`src/hdl/twm_pkg.sv`:
```
// Constants, register map and types for the tape write/read mode control.
// Assumes a 32-bit APB bus on pclk at 125 MHz.
package twm_pkg;
    // ----------------------------------------------------------------
    // Register map (byte offsets)
    // ----------------------------------------------------------------
    localparam logic [7:0] TWM_CTRL_OFS   = 8'h00;
    localparam logic [7:0] TWM_STATUS_OFS = 8'h04;
    localparam logic [7:0] TWM_WDATA_OFS  = 8'h08;
    localparam logic [7:0] TWM_AMPERR_OFS = 8'h0c;

    // ----------------------------------------------------------------
    // Control field positions
    // ----------------------------------------------------------------
    localparam int CTRL_SELECTED = 0;
    localparam int CTRL_READY    = 1;
    localparam int CTRL_ONLINE   = 2;
    localparam int CTRL_WR_CMD   = 3;
    localparam int CTRL_RD_CMD   = 4;
    localparam int CTRL_MOT_CMD  = 5;
    localparam int CTRL_LOAD_CMD = 6;
    localparam int CTRL_GCR      = 7;
    localparam int CTRL_WIDTH    = 8;
    localparam logic [CTRL_WIDTH-1:0] CTRL_RESET = 8'h00;

    // ----------------------------------------------------------------
    // Status field positions
    // ----------------------------------------------------------------
    localparam int ST_MOTION    = 0;
    localparam int ST_WRITE_N   = 1;
    localparam int ST_FPROT     = 2;
    localparam int ST_WPOWER    = 3;
    localparam int ST_HOLD      = 4;
    localparam int ST_SERVO_N   = 5;
    localparam int ST_FORMAT_N  = 6;
    localparam int ST_WIDTH     = 7;

    localparam int CHAR_W = 9;
    localparam logic [CHAR_W-1:0] CHAR_ZERO = 9'h000;
    localparam logic [31:0] DATA_ZERO = 32'h0000_0000;

    typedef enum logic [1:0] {TWM_IDLE, TWM_READ, TWM_WRITE} twm_op_t;
endpackage

```
`src/hdl/twm_amp_check.sv`:
```
// Per-track amplitude error flags from read-after-write pointer data.
// Assumes pointer characters arrive with a one-cycle valid on pclk.
`timescale 1ns/100ps
module twm_amp_check (
    input  wire logic                      pclk,
    input  wire logic                      presetn,
    input  wire logic                      clear,
    input  wire logic                      check_en,
    input  wire logic                      exp_valid,
    input  wire logic [twm_pkg::CHAR_W-1:0] exp_char,
    input  wire logic                      ptr_valid,
    input  wire logic [twm_pkg::CHAR_W-1:0] ptr_char,
    output logic      [twm_pkg::CHAR_W-1:0] amp_err
);
    import twm_pkg::*;

    typedef struct packed {
        logic [CHAR_W-1:0] expect_c;
        logic              have;
        logic [CHAR_W-1:0] err;
    } twm_amp_st_t;

    twm_amp_st_t st_r;
    twm_amp_st_t st_nxt;

    // ----------------------------------------------------------------
    // Compare last written character against pointer readback
    // ----------------------------------------------------------------
    always_comb begin
        st_nxt = st_r;
        if (exp_valid) begin
            st_nxt.expect_c = exp_char;
            st_nxt.have     = 1'b1;
        end
        // A mismatching one bit means the track lost amplitude
        if (clear) begin
            st_nxt.err  = CHAR_ZERO;
            st_nxt.have = 1'b0;
        end
        // Set wins over clear so no late error is lost
        if (check_en && ptr_valid && st_r.have) begin
            st_nxt.err = st_nxt.err | (st_r.expect_c ^ ptr_char);
        end
    end

    always_ff @(posedge pclk or negedge presetn) begin
        if (!presetn) begin
            st_r <= '0;
        end else begin
            st_r <= st_nxt;
        end
    end

    assign amp_err = st_r.err;
endmodule

```
`src/hdl/twm_mode_ctrl.sv`:
```
// Mode and write-permission control of a nine-track tape drive, APB slave.
// Assumes synchronous APB master on pclk; drive pins are asynchronous.
//
// Behaviour
// - Format select high picks group-coded, low picks phase-encoded.
// - Operation select high means read and low means write.
// - Writing starts only when selected, ready, on line, write and motion.
// - Write conditions drive motion high and operation select low.
// - Read plus motion command drives motion high, operation select high.
// - A load command drives the reel servo enable low.
// - Write power with servo enable low gives file protect low, feedback low.
// - Low lockout feedback energises the hold path; write power follows the ring alone.
// - Without write power file protect is high and the hold stays released.
// - Without a write enable ring write power is never applied.
// - The read channel runs in read and write modes alike.
// - Recovered characters go back to write logic as pointer bits.
// - Per-track amplitude error flags come from the pointer data.
//
// The register offsets and the APB register port were left to the implementer.
`timescale 1ns/100ps
module twm_mode_ctrl (
    input  wire logic                       pclk,
    input  wire logic                       presetn,
    input  wire logic                       psel,
    input  wire logic                       penable,
    input  wire logic                       pwrite,
    input  wire logic [7:0]                 paddr,
    input  wire logic [31:0]                pwdata,
    output logic      [31:0]                prdata,
    output logic                            pready,
    output logic                            pslverr,
    input  wire logic                       ring_switch,
    input  wire logic                       host_write_strobe,
    input  wire logic                       host_write_parity,
    input  wire logic [7:0]                 host_write_bit,
    input  wire logic                       test_select_n,
    input  wire logic                       test_strobe_n,
    input  wire logic                       ptr_valid,
    input  wire logic [twm_pkg::CHAR_W-1:0] raw_pointer_bit,
    output logic                            format_select_n,
    output logic                            op_select_write_n,
    output logic                            motion,
    output logic                            reel_servo_enable_n,
    output logic                            file_protect,
    output logic                            lockout_feedback_n,
    output logic                            write_lockout_hold,
    output logic                            write_power,
    output logic                            test_select,
    output logic                            test_strobe,
    output logic                            wr_char_valid,
    output logic      [twm_pkg::CHAR_W-1:0] wr_char,
    output logic      [twm_pkg::CHAR_W-1:0] track_amplitude_error
);
    import twm_pkg::*;

    typedef struct packed {
        logic [CTRL_WIDTH-1:0] ctrl;
        twm_op_t               op;
        logic                  servo_n;
        logic                  hold;
        logic [1:0]            ring_s;
        logic [1:0]            stb_s;
        logic                  stb_d;
        logic [1:0]            tsel_s;
        logic [1:0]            tstb_s;
        logic [CHAR_W-1:0]     hd_s0;
        logic [CHAR_W-1:0]     hd_s1;
        logic [CHAR_W-1:0]     char_q;
        logic                  char_v;
        logic                  clr;
        logic [31:0]           rdata;
    } twm_st_t;

    twm_st_t st_r;
    twm_st_t st_nxt;

    logic              ring_q;
    logic              pwr;
    logic              fprot_n;
    logic              wr_ok;
    logic              rd_ok;
    logic              stb_rise;
    logic              apb_wr;
    logic              apb_rd;
    logic              mapped;
    logic [CHAR_W-1:0] amp_err;
    logic [CHAR_W-1:0] host_char;

    function automatic logic is_mapped(input logic [7:0] a);
        is_mapped = (a == TWM_CTRL_OFS) || (a == TWM_STATUS_OFS) ||
                    (a == TWM_WDATA_OFS) || (a == TWM_AMPERR_OFS);
    endfunction

    // ----------------------------------------------------------------
    // Write permission path
    // ----------------------------------------------------------------
    assign ring_q  = st_r.ring_s[1];
    // Hold path cannot create power: the ring switch must be closed
    assign pwr     = ring_q;
    // Writable only with power and servo enabled
    assign fprot_n = pwr && !st_r.servo_n;
    assign host_char = {host_write_parity, host_write_bit};

    // ----------------------------------------------------------------
    // Command qualification
    // ----------------------------------------------------------------
    assign wr_ok = st_r.ctrl[CTRL_SELECTED] && st_r.ctrl[CTRL_READY] &&
                   st_r.ctrl[CTRL_ONLINE] && st_r.ctrl[CTRL_WR_CMD] &&
                   st_r.ctrl[CTRL_MOT_CMD];
    assign rd_ok = st_r.ctrl[CTRL_RD_CMD] && st_r.ctrl[CTRL_MOT_CMD];

    assign stb_rise = st_r.stb_s[1] && !st_r.stb_d;
    assign apb_wr   = psel && penable && pwrite;
    // Read data is captured in setup so it stands at the access edge
    assign apb_rd   = psel && !penable && !pwrite;
    assign mapped   = is_mapped(paddr);

    always_comb begin
        st_nxt        = st_r;
        st_nxt.ring_s = {st_r.ring_s[0], ring_switch};
        st_nxt.stb_s  = {st_r.stb_s[0], host_write_strobe};
        st_nxt.stb_d  = st_r.stb_s[1];
        st_nxt.tsel_s = {st_r.tsel_s[0], test_select_n};
        st_nxt.tstb_s = {st_r.tstb_s[0], test_strobe_n};
        // Data pins pass two flops, matching the strobe path
        st_nxt.hd_s0  = host_char;
        st_nxt.hd_s1  = st_r.hd_s0;
        st_nxt.char_v = 1'b0;
        st_nxt.clr    = 1'b0;

        if (apb_wr && paddr == TWM_CTRL_OFS) begin
            st_nxt.ctrl = pwdata[CTRL_WIDTH-1:0];
        end

        // Load command holds servo enable low until cleared
        st_nxt.servo_n = !st_nxt.ctrl[CTRL_LOAD_CMD];

        // Hold path follows low feedback and drops with power
        st_nxt.hold = fprot_n;

        // Write has priority; read-only is write suppressed
        case (st_r.op)
            TWM_IDLE: begin
                if (wr_ok) begin
                    st_nxt.op  = TWM_WRITE;
                    st_nxt.clr = 1'b1;
                end else if (rd_ok) begin
                    st_nxt.op = TWM_READ;
                end
            end
            TWM_WRITE: begin
                if (!wr_ok) begin
                    st_nxt.op = rd_ok ? TWM_READ : TWM_IDLE;
                end
            end
            TWM_READ: begin
                if (wr_ok) begin
                    st_nxt.op  = TWM_WRITE;
                    st_nxt.clr = 1'b1;
                end else if (!rd_ok) begin
                    st_nxt.op = TWM_IDLE;
                end
            end
            default: begin
                st_nxt.op = TWM_IDLE;
            end
        endcase

        // Data bits are settled long before the strobe edge is seen
        if (stb_rise && st_r.op == TWM_WRITE && fprot_n) begin
            st_nxt.char_q = st_r.hd_s1;
            st_nxt.char_v = 1'b1;
        end
        // Software may also feed a character
        if (apb_wr && paddr == TWM_WDATA_OFS &&
            st_r.op == TWM_WRITE && fprot_n) begin
            st_nxt.char_q = pwdata[CHAR_W-1:0];
            st_nxt.char_v = 1'b1;
        end

        if (apb_rd) begin
            case (paddr)
                TWM_CTRL_OFS: begin
                    st_nxt.rdata = {{(32-CTRL_WIDTH){1'b0}}, st_r.ctrl};
                end
                TWM_STATUS_OFS: begin
                    st_nxt.rdata = DATA_ZERO;
                    st_nxt.rdata[ST_MOTION]   = motion;
                    st_nxt.rdata[ST_WRITE_N]  = op_select_write_n;
                    st_nxt.rdata[ST_FPROT]    = file_protect;
                    st_nxt.rdata[ST_WPOWER]   = pwr;
                    st_nxt.rdata[ST_HOLD]     = st_r.hold;
                    st_nxt.rdata[ST_SERVO_N]  = st_r.servo_n;
                    st_nxt.rdata[ST_FORMAT_N] = format_select_n;
                end
                TWM_WDATA_OFS: begin
                    st_nxt.rdata = {{(32-CHAR_W){1'b0}}, st_r.char_q};
                end
                TWM_AMPERR_OFS: begin
                    st_nxt.rdata = {{(32-CHAR_W){1'b0}}, amp_err};
                end
                default: begin
                    st_nxt.rdata = DATA_ZERO;
                end
            endcase
        end
    end

    always_ff @(posedge pclk or negedge presetn) begin
        if (!presetn) begin
            st_r      <= '0;
            st_r.ctrl <= CTRL_RESET;
            st_r.op   <= TWM_IDLE;
            st_r.servo_n <= 1'b1;
            st_r.ring_s  <= 2'h0;
            st_r.tsel_s  <= 2'h3;
            st_r.tstb_s  <= 2'h3;
        end else begin
            st_r <= st_nxt;
        end
    end

    // ----------------------------------------------------------------
    // Read-after-write checking
    // ----------------------------------------------------------------
    // Read channel runs in both modes; checking only while writing
    twm_amp_check u_amp (
        .pclk      (pclk),
        .presetn   (presetn),
        .clear     (st_r.clr),
        .check_en  (st_r.op == TWM_WRITE),
        .exp_valid (st_r.char_v),
        .exp_char  (st_r.char_q),
        .ptr_valid (ptr_valid),
        .ptr_char  (raw_pointer_bit),
        .amp_err   (amp_err)
    );

    // ----------------------------------------------------------------
    // Outputs
    // ----------------------------------------------------------------
    // APB: one-cycle access phase, read data registered in setup
    assign pready  = 1'b1;
    assign pslverr = psel && penable && !mapped;
    assign prdata  = st_r.rdata;

    assign format_select_n     = st_r.ctrl[CTRL_GCR];
    assign op_select_write_n   = (st_r.op != TWM_WRITE);
    assign motion              = (st_r.op != TWM_IDLE);
    assign reel_servo_enable_n = st_r.servo_n;
    assign file_protect        = !fprot_n;
    assign lockout_feedback_n  = !fprot_n;
    assign write_lockout_hold  = st_r.hold;
    assign write_power         = pwr;
    assign test_select         = !st_r.tsel_s[1];
    assign test_strobe         = !st_r.tstb_s[1];
    assign wr_char_valid       = st_r.char_v;
    assign wr_char             = st_r.char_q;
    assign track_amplitude_error = amp_err;
endmodule

```
`config.mk`:
```
export PLATFORM = sky130hd
export DESIGN_NAME = twm_mode_ctrl
export DESIGN_NICKNAME = d
export VERILOG_FILES = /design/src/hdl/twm_pkg.sv /design/src/hdl/twm_amp_check.sv /design/src/hdl/twm_mode_ctrl.sv
export SDC_FILE = /design/constraint.sdc
export NUM_CORES = 1
export LEC_CHECK = 0
export ABC_AREA = 1
export BUFFER_PORTS_ARGS = -buffer_cell sky130_fd_sc_hd__buf_2
export CAP_MARGIN = 20
export CORE_UTILIZATION = 51
export CTS_CLUSTER_DIAMETER = 150
export DETAILED_ROUTE_END_ITERATION = 12
export PLACE_DENSITY = 0.8
export RECOVER_POWER = 50
export SYNTH_ARGS = -nofsm -noshare
export SYNTH_HDL_FRONTEND = slang
export SYNTH_HIERARCHICAL = 1
export SYNTH_SLANG_ARGS = --single-unit
```
`constraint.sdc`:
```
create_clock -name pclk -period 1.6 [get_ports pclk]
set_clock_uncertainty 0.05 [all_clocks]
set_input_delay 0.24 -clock pclk [delete_from_list [all_inputs] [get_ports pclk]]
set_output_delay 0.24 -clock pclk [all_outputs]
set_load 0.01 [all_outputs]
```
-- Word-level counts from Yosys, hierarchy flattened
Index checks and enable logic that the tools add are counted.
- word-level logic and storage cells: 85
- bits in registers: 101
- output and inout port bits: 63
- reduce and logical (&&, ||, !) cells: 39
- bitwise gates (word level): 2
- mux-type cells: 16
- eq/ne operators: 9
- operators with widths (cell ; count):
    one-hot mux 9 bit (4 select lines) ; 1
    two-way mux 10 bit ; 3
    logical AND 1 bit ; 20
    equality test 8 x 4 -> 1 bit, second input constant ; 2
    two-way mux 2 bit ; 5
    logical NOT 1 bit ; 9
    two-way mux 9 bit ; 1
    bitwise OR 9 bit ; 1
    XOR 9 bit ; 1
    equality test 8 x 3 -> 1 bit, second input constant ; 1
    logical NOT 8 bit ; 1
    two-way mux 7 bit ; 1
    inequality test 3 bit, second input constant ; 2
    one-hot mux 2 bit (3 select lines) ; 1
    nonzero test 2 bit ; 3
    two-way mux 1 bit ; 4
    inequality test 2 bit, second input constant ; 2
    logical OR 1 bit ; 3
    AND reduction 3 bit ; 1
    equality test 2 x 1 -> 1 bit, second input constant ; 1
    equality test 2 bit, second input constant ; 1
    logical NOT 2 bit ; 1
    OR reduction 2 bit ; 1

-- Logic depth before layout (Yosys ltp)
Gate-level depths: netlist of the first run.
- depth in word-level cells: 6
- gate-level depth with buffers: 8
- depth with buffers taken out: 7

-- Cells and area by module
Netlist of the first run, hierarchy kept.
- by module, submodules not included (module ; cells an instance ; area each (µm²) ; times used):
    twm_mode_ctrl ; 316 ; 3001.6 ; 1
    twm_amp_check ; 126 ; 980.9 ; 1

-- Worst setup path before layout of the first run
Ideal clock, no wire load.
- kind: register to register
- start: reg st_r (netlist bit write_power)
- end: reg st_r (netlist bit wr_char[6])
- required time: 1.428 ns
- path slack: 0.242 ns
- cell stages (with the launch flop): 9
- period minus slack after synthesis: 1.358 ns
- path buffers: 1
- arrival time: 1.186 ns
- path through: dfrtp_1 inv_1 nor2_4 nand2_4 nor2_8 nand2_4 buf_8 nand3_2 nand3_2
- word-level cells in the longest chain between the ends: 3
- elaborated cells between the ends (all ways): 5
- those cells by class: mux (1); reduce/logical (4)
- ends and longest elaborated chain (element ; RTL line ; source):
    from (decl) ; twm_mode_ctrl.sv:74 ; twm_st_t st_r;
    from (signal assigned) ; twm_mode_ctrl.sv:219 ; st_r <= st_nxt;
    logical AND 1 bit (*) ; twm_mode_ctrl.sv:101 ; assign fprot_n = pwr && !st_r.servo_n;
    via fprot_n ; twm_mode_ctrl.sv:79 ; logic fprot_n;
    logical AND 1 bit, on equally long branches ; twm_mode_ctrl.sv:176, twm_mode_ctrl.sv:170 ;
    two-way mux 10 bit / nonzero test 2 bit (equally long branches) ; -- ;
Mark *: on every way through the listed nets, which the timed path passes. The rest lies on a longest branch.
A chain may end at the register's enable or synchronous reset.

-- Worst setup path in the final report of the first run
- start: reg st_r[72] (netlist bit)
- end: out op_select_write_n
- word-level cells in the longest chain between the ends: 1
- ends and longest elaborated chain (element ; RTL line ; source):
    inequality test 2 bit ; twm_mode_ctrl.sv:248 ; assign op_select_write_n = (st_r.op != TWM_WRITE);
    to (decl) ; twm_mode_ctrl.sv:41 ; output logic op_select_write_n,
No other way between the ends.

==> results of run 1 <==
==> cell families (layout without fill, tap and decap cells) <==
logic type | Yosys count | count (layout) | share of synthesized area
AOI/OAI and AO/OA | 27 | 27 | 0.0449
DFF | 78 | 78 | 0.492
and+or+nand+nor | 222 | 222 | 0.292
buffers and inverters | 113 | 180 | 0.170
other | 2 | 24 | 0.00189
==> through the flow <==
stage	util	cell area (um^2)
floorplan	-	4070
global placement	0.577	4270
detailed placement	0.577	4270
CTS	0.619	4590
global route	0.618	4580
finish	0.618	4580
==> power by group through the flow <==
stage	combinational, uW	sequential [uW]	clock, uW
after floorplan	148	2070	0
after global placement	247	2070	0
after detailed placement	253	2070	0
after CTS	279	2030	1330
after global routing	310	2030	1420
final	275	2030	1300
==> final cells by class <==
| cell class | instances | area, um^2 |
|---|---|---|
| inverter | 53 | 199 |
| clock buffer | 10 | 138 |
| tap | 99 | 124 |
| timing repair buffer | 111 | 698 |
| fill | 645 | 2830 |
| sequential | 78 | 1960 |
| multi-input combinational | 273 | 1420 |
| clock inverter | 6 | 37.5 |
==> layer usage <==
metal  track usage  wire length [um]  up-vias
met5             0                 0        -
met4         0.106               238        0
met3        0.0404               485       23
met2         0.344              3830      110
met1         0.260              3340     1320
li1              -                 -     1459
==> critical path: stages (launching register included) <==
cell     delay (ns)
dfrtp_1        0.42
nor2_4         0.23
inv_1          0.08
buf_2          0.15
==> sequential cells by signal, summed over array words and instances, names as in the netlist <==
signal	cells
u_amp/st_r	10
wr_char_valid	1
format_select_n	1
write_power	1
prdata	9
wr_char	9
write_lockout_hold	1
st_nxt	14
st_r	22
reel_servo_enable_n	1
u_amp/amp_err	9
==> synthesized netlist by cell type, drive strengths merged <==
master | number | area (um^2)
nor3 | 2 | 32.5
nor2 | 26 | 160
clkbuf | 1 | 13.8
o2111a | 1 | 11.3
buf | 59 | 464
dfstp | 5 | 131
conb | 2 | 7.51
nand3b | 1 | 7.51
a21oi | 1 | 5.00
nand4 | 2 | 33.8
inv | 53 | 199
dfrtp | 73 | 1830
nand3 | 54 | 373
nand2 | 137 | 554
o21ai | 25 | 163
==> worst paths after layout <==
path	cells after the start	end	startpoint	slack [ns]
setup reg to reg	6	wr_char[1]	st_r[72]	0.20
setup / recovery	3	op_select_write_n	st_r[72]	0.09
min in group asynchronous	2	u_amp/st_r[13]	presetn	0.48
max in group asynchronous	3	wr_char[5]	presetn	0.39
hold reg to reg	0	st_r[51]	st_nxt[51]	0.30
hold / removal	2	reel_servo_enable_n	pwdata[6]	0.04
==> impl_results.md, run 1 <==
* Slew @ Worst Pin at 0.837 ns
* Setup crit end kind: output port
* Setup violation total in the final timing report at 0
* GRT Overall Usage at 0.208
* Core Area at 7410 um^2
* Post-place setup slack at 0.133 ns
* Ant. Diodes at 0
* CTS Root Cell: clkbuf_8
* Setup TNS at 0 ns
* Max Cap Violations at 0
* Critical path arrival at 1.22 ns
* RSZ-0062 raised after global routing: false
* Combinational group share of total power at 0.076
* Wire per inst at 12.5 um
* Leading cell type in the layout, fill and taps excluded: nand2_1
* Syn Area/Cell at 9.01 um^2
* LEAKAGE at 0.00257 uW
* Sw frac at 0.245
* Final Hold Viols at 0
* Fmax at 662 MHz
* DRT iter0 DRCs at 158
* Startpoint Class: register
* GR Overflow Total at 0
* Critical-path maximum fanout at 4
* Final worst setup slack at 0.0885 ns
* Largest net degree at the start of global routing at 32
* Clock Tree Buf Depth at 2
* Yosys reg bits at 78
* Hold_buf cts at 14
* Vias per Instance at 4.62
* Sw Pwr at 882 uW
* Final Max Slew Viols at 0
* Nets@finish at 594
* Global-route wire length before repair at 13200 um
* Worst vdd ir at 0.579 mV
* Chip Height at 90.4 um
* Initial antenna violation count at 0
* Layout Area Growth over Synthesis at 15.0%
* Worst-path clk slew at 0.08 ns
* Most frequent cells in the layout: 131 x nand2_1, 82 x buf_2, 73 x dfrtp_1, 48 x inv_1, 35 x nand3_1
* Clk pwr share at 0.360
* Drt pass-1 iters at 4
* Vias in the first global route at 2845
* CTS buffer count at 9
* Placed Cells at 600
* Yosys warning total at 6
* Worst-skew pair later-pin latency at 0.34 ns
* Final std cells w/o fill at 630
* Die footprint at 8170 um^2
* Drc violations at 0
* Syn Std Cell Area at 3980 um^2
* Final min period at 1.51 ns
* Cell count after synthesis at 442
* Die X-Extent at 90.4 um
* Drt total wl at 7900 um
* Min-delay worst type: in -> reg
* Buffers on Ports at 83
* P_int at 2720 uW
* Worst hold slack at 0.0364 ns
* Power Density at 787 nW/um^2
* Post-CTS sizing at 0
* Run status: completed
* Design Power at 3600 uW
* Final period utilization at 0.945
* H-tree Lvls at 3
* Via count at 2912
* Share of cells above drive strength 1 at 0.316
* Number of clock sinks at 78
* Gpl congestion at 0.826
* Slew headroom at 0.442
* CTS tree: built
* Setup CP Type: reg -> out
* Post-synth cell types at 29
* Required @ worst endpoint at 1.31 ns
* Post-synthesis sequential area ratio at 0.492
* Post-route ant nets at 0
* Initial Utilization at 0.538
* Row count at 31
* I/O pin cnt at 131
* Post-DP HPWL at 5920 um
* Setup Fix Bufs, Post-CTS at 0
* Seq pwr share at 0.564
Note: power is estimated with default switching activity, not from simulation.
==> run 2: changes to the inputs <==
- CORE_UTILIZATION: 51 -> 46
- PLACE_DENSITY: 0.8 -> 0.77
- clock period: 1.6 -> 1.3 ns (I/O delays scaled with it)
==> run 2 against run 1 <==
  * The flow now finishes with violations (negative setup slack)
  * Critical endpoint is now file_protect
  * Design area grew 5.9%
  * Via count grew 5.9%
  * Highest routed layer unchanged
  * Worst setup slack lost 0.21 ns
  * First-iteration DRC count shrank 13%
  * Largest cell class unchanged
==> impl_results.md, run 2 (same netlist as run 1, synthesis figures left out) <==
* Sw Pwr at 1140 uW (+29%)
* Post-DP HPWL at 6010 um (+1.5%)
* Initial antenna violation count at 0 (unchanged)
* Power Density at 933 nW/um^2 (+19%)
* Core Area at 8300 um^2 (+12%)
* Required @ worst endpoint at 1.05 ns (-0.26 ns)
* GR Overflow Total at 0 (unchanged)
* Min-delay worst type: in -> reg
* Clk pwr share at 0.366 (+0.006)
* Post-place setup slack at -0.0871 ns (-0.220 ns)
* Chip Height at 95.0 um (+5.2%)
* Nets@finish at 609 (+2.5%)
* Largest net degree at the start of global routing at 44 (+38%)
* Setup crit end kind: output port
* DRT iter0 DRCs at 138 (-13%)
* Final Max Slew Viols at 0 (unchanged)
* Failing checks: negative setup slack
* Global-route wire length before repair at 13700 um (+4.3%)
* Initial Utilization at 0.480 (-0.0577)
* Slew @ Worst Pin at 0.549 ns (-0.287 ns)
* Run status: finished with violations
* Critical path arrival at 1.17 ns (-0.05 ns)
* Startpoint Class: register
* CTS buffer count at 9 (unchanged)
* Worst hold slack at 0.0422 ns (+0.00576 ns)
* Post-route ant nets at 0 (unchanged)
* Setup violation total in the final timing report at 15 (+15)
* Ant. Diodes at 0 (unchanged)
* Most frequent cells in the layout: 128 x nand2_1, 73 x dfrtp_1, 73 x buf_2, 41 x inv_1, 30 x nand3_1
* Die footprint at 9030 um^2 (+11%)
* Final worst setup slack at -0.119 ns (-0.207 ns)
* Number of clock sinks at 78 (unchanged)
* Fill count at 713 (+11%)
* P_int at 3380 uW (+24%)
* Final min period at 1.42 ns
* Fmax at 705 MHz
* Row count at 33 (+6.5%)
* Clock Tree Buf Depth at 2 (unchanged)
* I/O pin cnt at 131 (unchanged)
* Die X-Extent at 95.0 um (+5.2%)
* Share of cells above drive strength 1 at 0.368 (+0.0517)
* Worst-skew pair later-pin latency at 0.36 ns (+0.02 ns)
* RSZ-0062 raised after global routing: true
* Vias per Instance at 4.74 (+2.5%)
* Critical-path maximum fanout at 4 (unchanged)
* Worst-path clk slew at 0.08 ns (about the same)
* Vias in the first global route at 2952 (+3.8%)
* Wire per inst at 13.0 um (+4.1%)
* Design Power at 4520 uW (+25%)
* H-tree Lvls at 3 (unchanged)
* Final Hold Viols at 0 (unchanged)
* Buffers on Ports at 83 (unchanged)
* LEAKAGE at 0.00266 uW (+3.3%)
* Gpl congestion at 0.852 (+3.1%)
* Reg with most FFs: st_r
* Drt pass-1 iters at 4 (unchanged)
* CTS Root Cell: clkbuf_8
* Leading cell type in the layout, fill and taps excluded: nand2_1
* Seq pwr share at 0.553 (-0.011)
* Sw frac at 0.253 (+0.00779)
* Max reg flops at 22 (unchanged)
* Max Cap Violations at 0 (unchanged)
* GRT Overall Usage at 0.204 (-0.00425)
* Worst vdd ir at 0.685 mV (+18%)
* Via count at 3083 (+5.9%)
* Setup CP Type: reg -> out
* Drc violations at 0 (unchanged)
* Slew headroom at 0.634 (+0.192)
* CTS tree: built
* Combinational group share of total power at 0.080 (+0.004)
* Drt total wl at 8490 um (+7.6%)
* Final period utilization at 1.09
* Layout Area Growth over Synthesis at 21.7%
run 2: critical path, stage by stage (launching register included):
cell and delay (ns):
dfstp_2 0.57, nor2_4 0.06, inv_2 0.08, buf_6 0.10
run 2: layer usage:
metal	share of wire	wire (um)	track usage
met4	0.019	163	0.0846
met1	0.42	3550	0.252
met3	0.070	593	0.0646
met5	0	0	0
met2	0.49	4190	0.329
run 2: power by group through the flow:
stage               logic (uW)  clock network [uW]  registers [uW]
floorplan                  183                   0            2540
global placement           306                   0            2540
detailed placement         313                   0            2550
CTS                        356                1700            2500
global route               408                1800            2510
finish                     364                1660            2500
run 2: repair_timing:
action | in CTS | in global routing
buffers inserted | 6 | 4
pin swaps | 5 | 12
cloned | 1 | 1
resized for setup | 17 | 22
endpoints found under the hold margin | 91 | 0
hold buffers | 15 | 0
setup endpoints to repair | 9 | 20
run 2: worst paths after layout:
check                                     from            to  slack, ns  depth (start not counted)
max reg2reg                           st_r[72]    wr_char[8]      -0.09                          7
max                        reel_servo_enable_n  file_protect      -0.12                          3
max in group asynchronous              presetn     prdata[8]       0.17                          3
min in group asynchronous              presetn    st_nxt[64]       0.44                          2
min reg2reg                         st_nxt[44]      st_r[44]       0.29                          0
min                                  pwdata[2]      st_r[76]       0.04                          3
run 2: layout make-up:
| class | count | area (um^2) | area share |
|---|---|---|---|
| Clock buffer | 10 | 138 | 0.0284 |
| Clock inverter | 6 | 45.0 | 0.00929 |
| Inverter | 53 | 201 | 0.0416 |
| Multi-Input combinational cell | 274 | 1510 | 0.311 |
| Sequential cell | 78 | 1960 | 0.404 |
| Tap cell | 105 | 131 | 0.0271 |
| Timing Repair Buffer | 125 | 867 | 0.179 |
run 2: stage by stage:
stage               cell area [um^2]  utilization  setup TNS (ns)  instances
global placement                4290        0.517          -0.819        608
finish                          4850        0.584           -1.19        651
floorplan                       4070            -          -0.438        464
detailed placement              4290        0.517           -1.08        608
global route                    4850        0.584           -2.13        651
CTS                             4760        0.573          -0.609        646
==> run 3: changes to the inputs <==
- CELL_PAD_IN_SITES_DETAIL_PLACEMENT: default -> 1
- CELL_PAD_IN_SITES_GLOBAL_PLACEMENT: default -> 2
- CORE_UTILIZATION: 46 -> 26
- PLACE_DENSITY: 0.77 -> default
- PLACE_DENSITY_LB_ADDON: default -> 0.1
==> run 3 against run 2 <==
  * The run still ends with negative setup slack left
  * Worst setup slack got worse by 0.023 ns
  * Clock power rose by 69%
  * Utilization fell by 22 points
  * Routed wire length rose by 25%
  * Register-to-register slack improved by 0.03 ns
  * Worst hold slack improved by 0.020 ns
  * Via count fell by 1.9%
  * Power rose by 26%
  * Combinational power rose by 6.3%
  * First-iteration DRC count fell by 34%
  * Sequential cell count did not move
  * Largest power group is now the clock network
==> impl_results.md, run 3 (same netlist as run 1, synthesis figures left out) <==
* Final std cells w/o fill at 741 (+14%)
* Startpoint Class: register
* Clock Tree Buf Depth at 2 (unchanged)
* Critical Path, Cell by Cell: nor2_4 > buf_6 > inv_4 > buf_6
* Final worst setup slack at -0.142 ns (-0.0231 ns)
* Setup CP Type: reg -> out
* Final Hold Viols at 0 (unchanged)
* Final Max Slew Viols at 0 (unchanged)
* Ant. Diodes at 0 (unchanged)
* Layout Area Growth over Synthesis at 33.3%
* GR Overflow Total at 0 (unchanged)
* Post-route ant nets at 0 (unchanged)
* Core Area at 14800 um^2 (+78%)
* CTS buffer count at 9 (unchanged)
* P_int at 4350 uW (+29%)
* Final period utilization at 1.11 (+0.0178)
* Global-route wire length before repair at 16900 um (+23%)
* R2r setup slk at -0.06 ns (+0.03 ns)
* R2R Path End: wr_char[6]
* Max reg flops at 22 (unchanged)
* Sw frac at 0.236 (-0.0166)
* Combinational group share of total power at 0.068 (-0.012)
* Drt pass-1 iters at 4 (unchanged)
* Placed Cells at 697 (+15%)
* Wire per inst at 14.3 um (+9.9%)
* Slew headroom at 0.516 (-0.118)
* Critical Path Most Common Cell: buf_6
* Power Density at 1070 nW/um^2 (+15%)
* Drc violations at 0 (unchanged)
* Critical-path maximum fanout at 3 (-1)
* Buffers on Ports at 83 (unchanged)
* Vias in the first global route at 3018 (+2.2%)
* Reg with most FFs: st_r
* CTS Root Cell: clkbuf_16
* Crit. Startpoint: reel_servo_enable_n
* DRT iter0 DRCs at 91 (-34%)
* Min-delay worst type: in -> reg
* Via count at 3025 (-1.9%)
* Setup violation total in the final timing report at 14 (-1)
* Initial antenna violation count at 0 (unchanged)
* Largest net degree at the start of global routing at 79 (+80%)
* Seq pwr share at 0.439 (-0.114)
* Run status: finished with violations
* Slew @ Worst Pin at 0.726 ns (+0.177 ns)
* Number of clock sinks at 78 (unchanged)
* Fill count at 1725 (+140%)
* Row count at 44 (+33%)
* Hold Path End: st_r[75]
* Worst-skew pair later-pin latency at 0.35 ns (about the same)
* GRT Overall Usage at 0.144 (-0.0601)
* Initial Utilization at 0.270 (-0.210)
* Max Cap Violations at 0 (unchanged)
* Die footprint at 15800 um^2 (+75%)
* Setup TNS at -0.914 ns (+0.277 ns)
* Worst-path clk slew at 0.06 ns (-0.02 ns)
* CP delay by family, top: flip-flops
* Reg2reg start: reel_servo_enable_n
* Clk pwr share at 0.493 (+0.127)
* Failing checks: negative setup slack
* CP max stage delay at 0.56 ns (about the same)
* Most frequent cells in the layout: 120 x nand2_1, 72 x buf_2, 70 x dfrtp_1, 40 x inv_1, 28 x nand3_1
* Die X-Extent at 126 um (+32%)
* RSZ-0062 raised after global routing: true
* Gpl congestion at 0.729 (-14%)
* Leading cell type in the layout, fill and taps excluded: nand2_1
* Setup crit end kind: output port
* Required @ worst endpoint at 1.05 ns (about the same)
* Fmax at 694 MHz (-1.6%)
* H-tree Lvls at 3 (unchanged)
* Vias per Instance at 4.08 (-14%)
* CP Buf/Inv Count at 3 (+1)
* Post-DP HPWL at 7520 um (+25%)
* Share of cells above drive strength 1 at 0.409 (+0.0412)
* R2R cell count at 7 (unchanged)
* LEAKAGE at 0.00280 uW (+5.2%)
* Chip Height at 126 um (+32%)
* Critical path arrival at 1.20 ns (+0.03 ns)
* Sw Pwr at 1340 uW (+18%)
* Worst vdd ir at 0.871 mV (+27%)
* CTS tree: built
* Hold Crit Start: pwdata[1]
* Hold Path Stages at 3 (unchanged)
* Drt total wl at 10600 um (+25%)
* Final min period at 1.44 ns (+0.0231 ns)
* I/O pin cnt at 131 (unchanged)
* CP max stage cell: dfstp_2
* Nets@finish at 620 (+1.8%)
run 3: stage by stage:
stage               setup WS, ns  total power, uW  hold WS (ns)  area, um^2   util
floorplan                -0.0493             2730        -0.151        4070      -
global placement          -0.154             2870         0.215        4480  0.304
detailed placement        -0.182             2870         0.213        4480  0.304
CTS                       -0.166             5810        0.0397        5230  0.354
global route              -0.202             5950        0.0466        5310  0.360
finish                    -0.142             5700        0.0624        5310  0.360
run 3: worst max path at each step:
stage,endpoint,cells after the start
5_1_grt,file_protect,4
3_3_place_gp,wr_char[4],7
2_1_floorplan,wr_char[6],7
3_5_place_dp,wr_char[3],7
6_report,lockout_feedback_n,4
4_1_cts,file_protect,4
run 3: worst min-delay path, cell delays in order:
cell	delay (ns)
buf_2	0.11
inv_1	0.06
o21ai_2	0.05
run 3: layer usage:
layer  vias to the layer above  GRT usage  wire [um]
li1                       1514          -          -
met1                      1429      0.187       4910
met2                        72      0.227       5090
met3                        10     0.0378        452
met4                         0     0.0553        167
met5                         -          0          0
run 3: cell type report:
type	instances	area [um^2]	share of cell area
Multi-Input combinational cell	274	1580	0.297
Inverter	53	206	0.0389
Clock inverter	7	106	0.0200
Sequential cell	78	1960	0.370
Clock buffer	9	225	0.0424
Timing Repair Buffer	136	1000	0.188
Tap cell	184	230	0.0434
run 3: repair_timing:
item | CTS | global route
endpoints found under the setup margin | 19 | 31
pin swaps | 10 | 18
gates cloned | 1 | 1
hold buffers | 15 | 0
buffers inserted | 12 | 3
gates resized for setup | 36 | 30
endpoints found under the hold margin | 87 | 0
run 3: power by group through the flow:
stage	Clock [uW]	Combinational, uW	Sequential, uW
after floorplan	0	183	2540
after global placement	0	326	2550
after detailed placement	0	328	2550
after CTS	2920	391	2500
after global routing	3010	434	2510
final	2810	387	2500
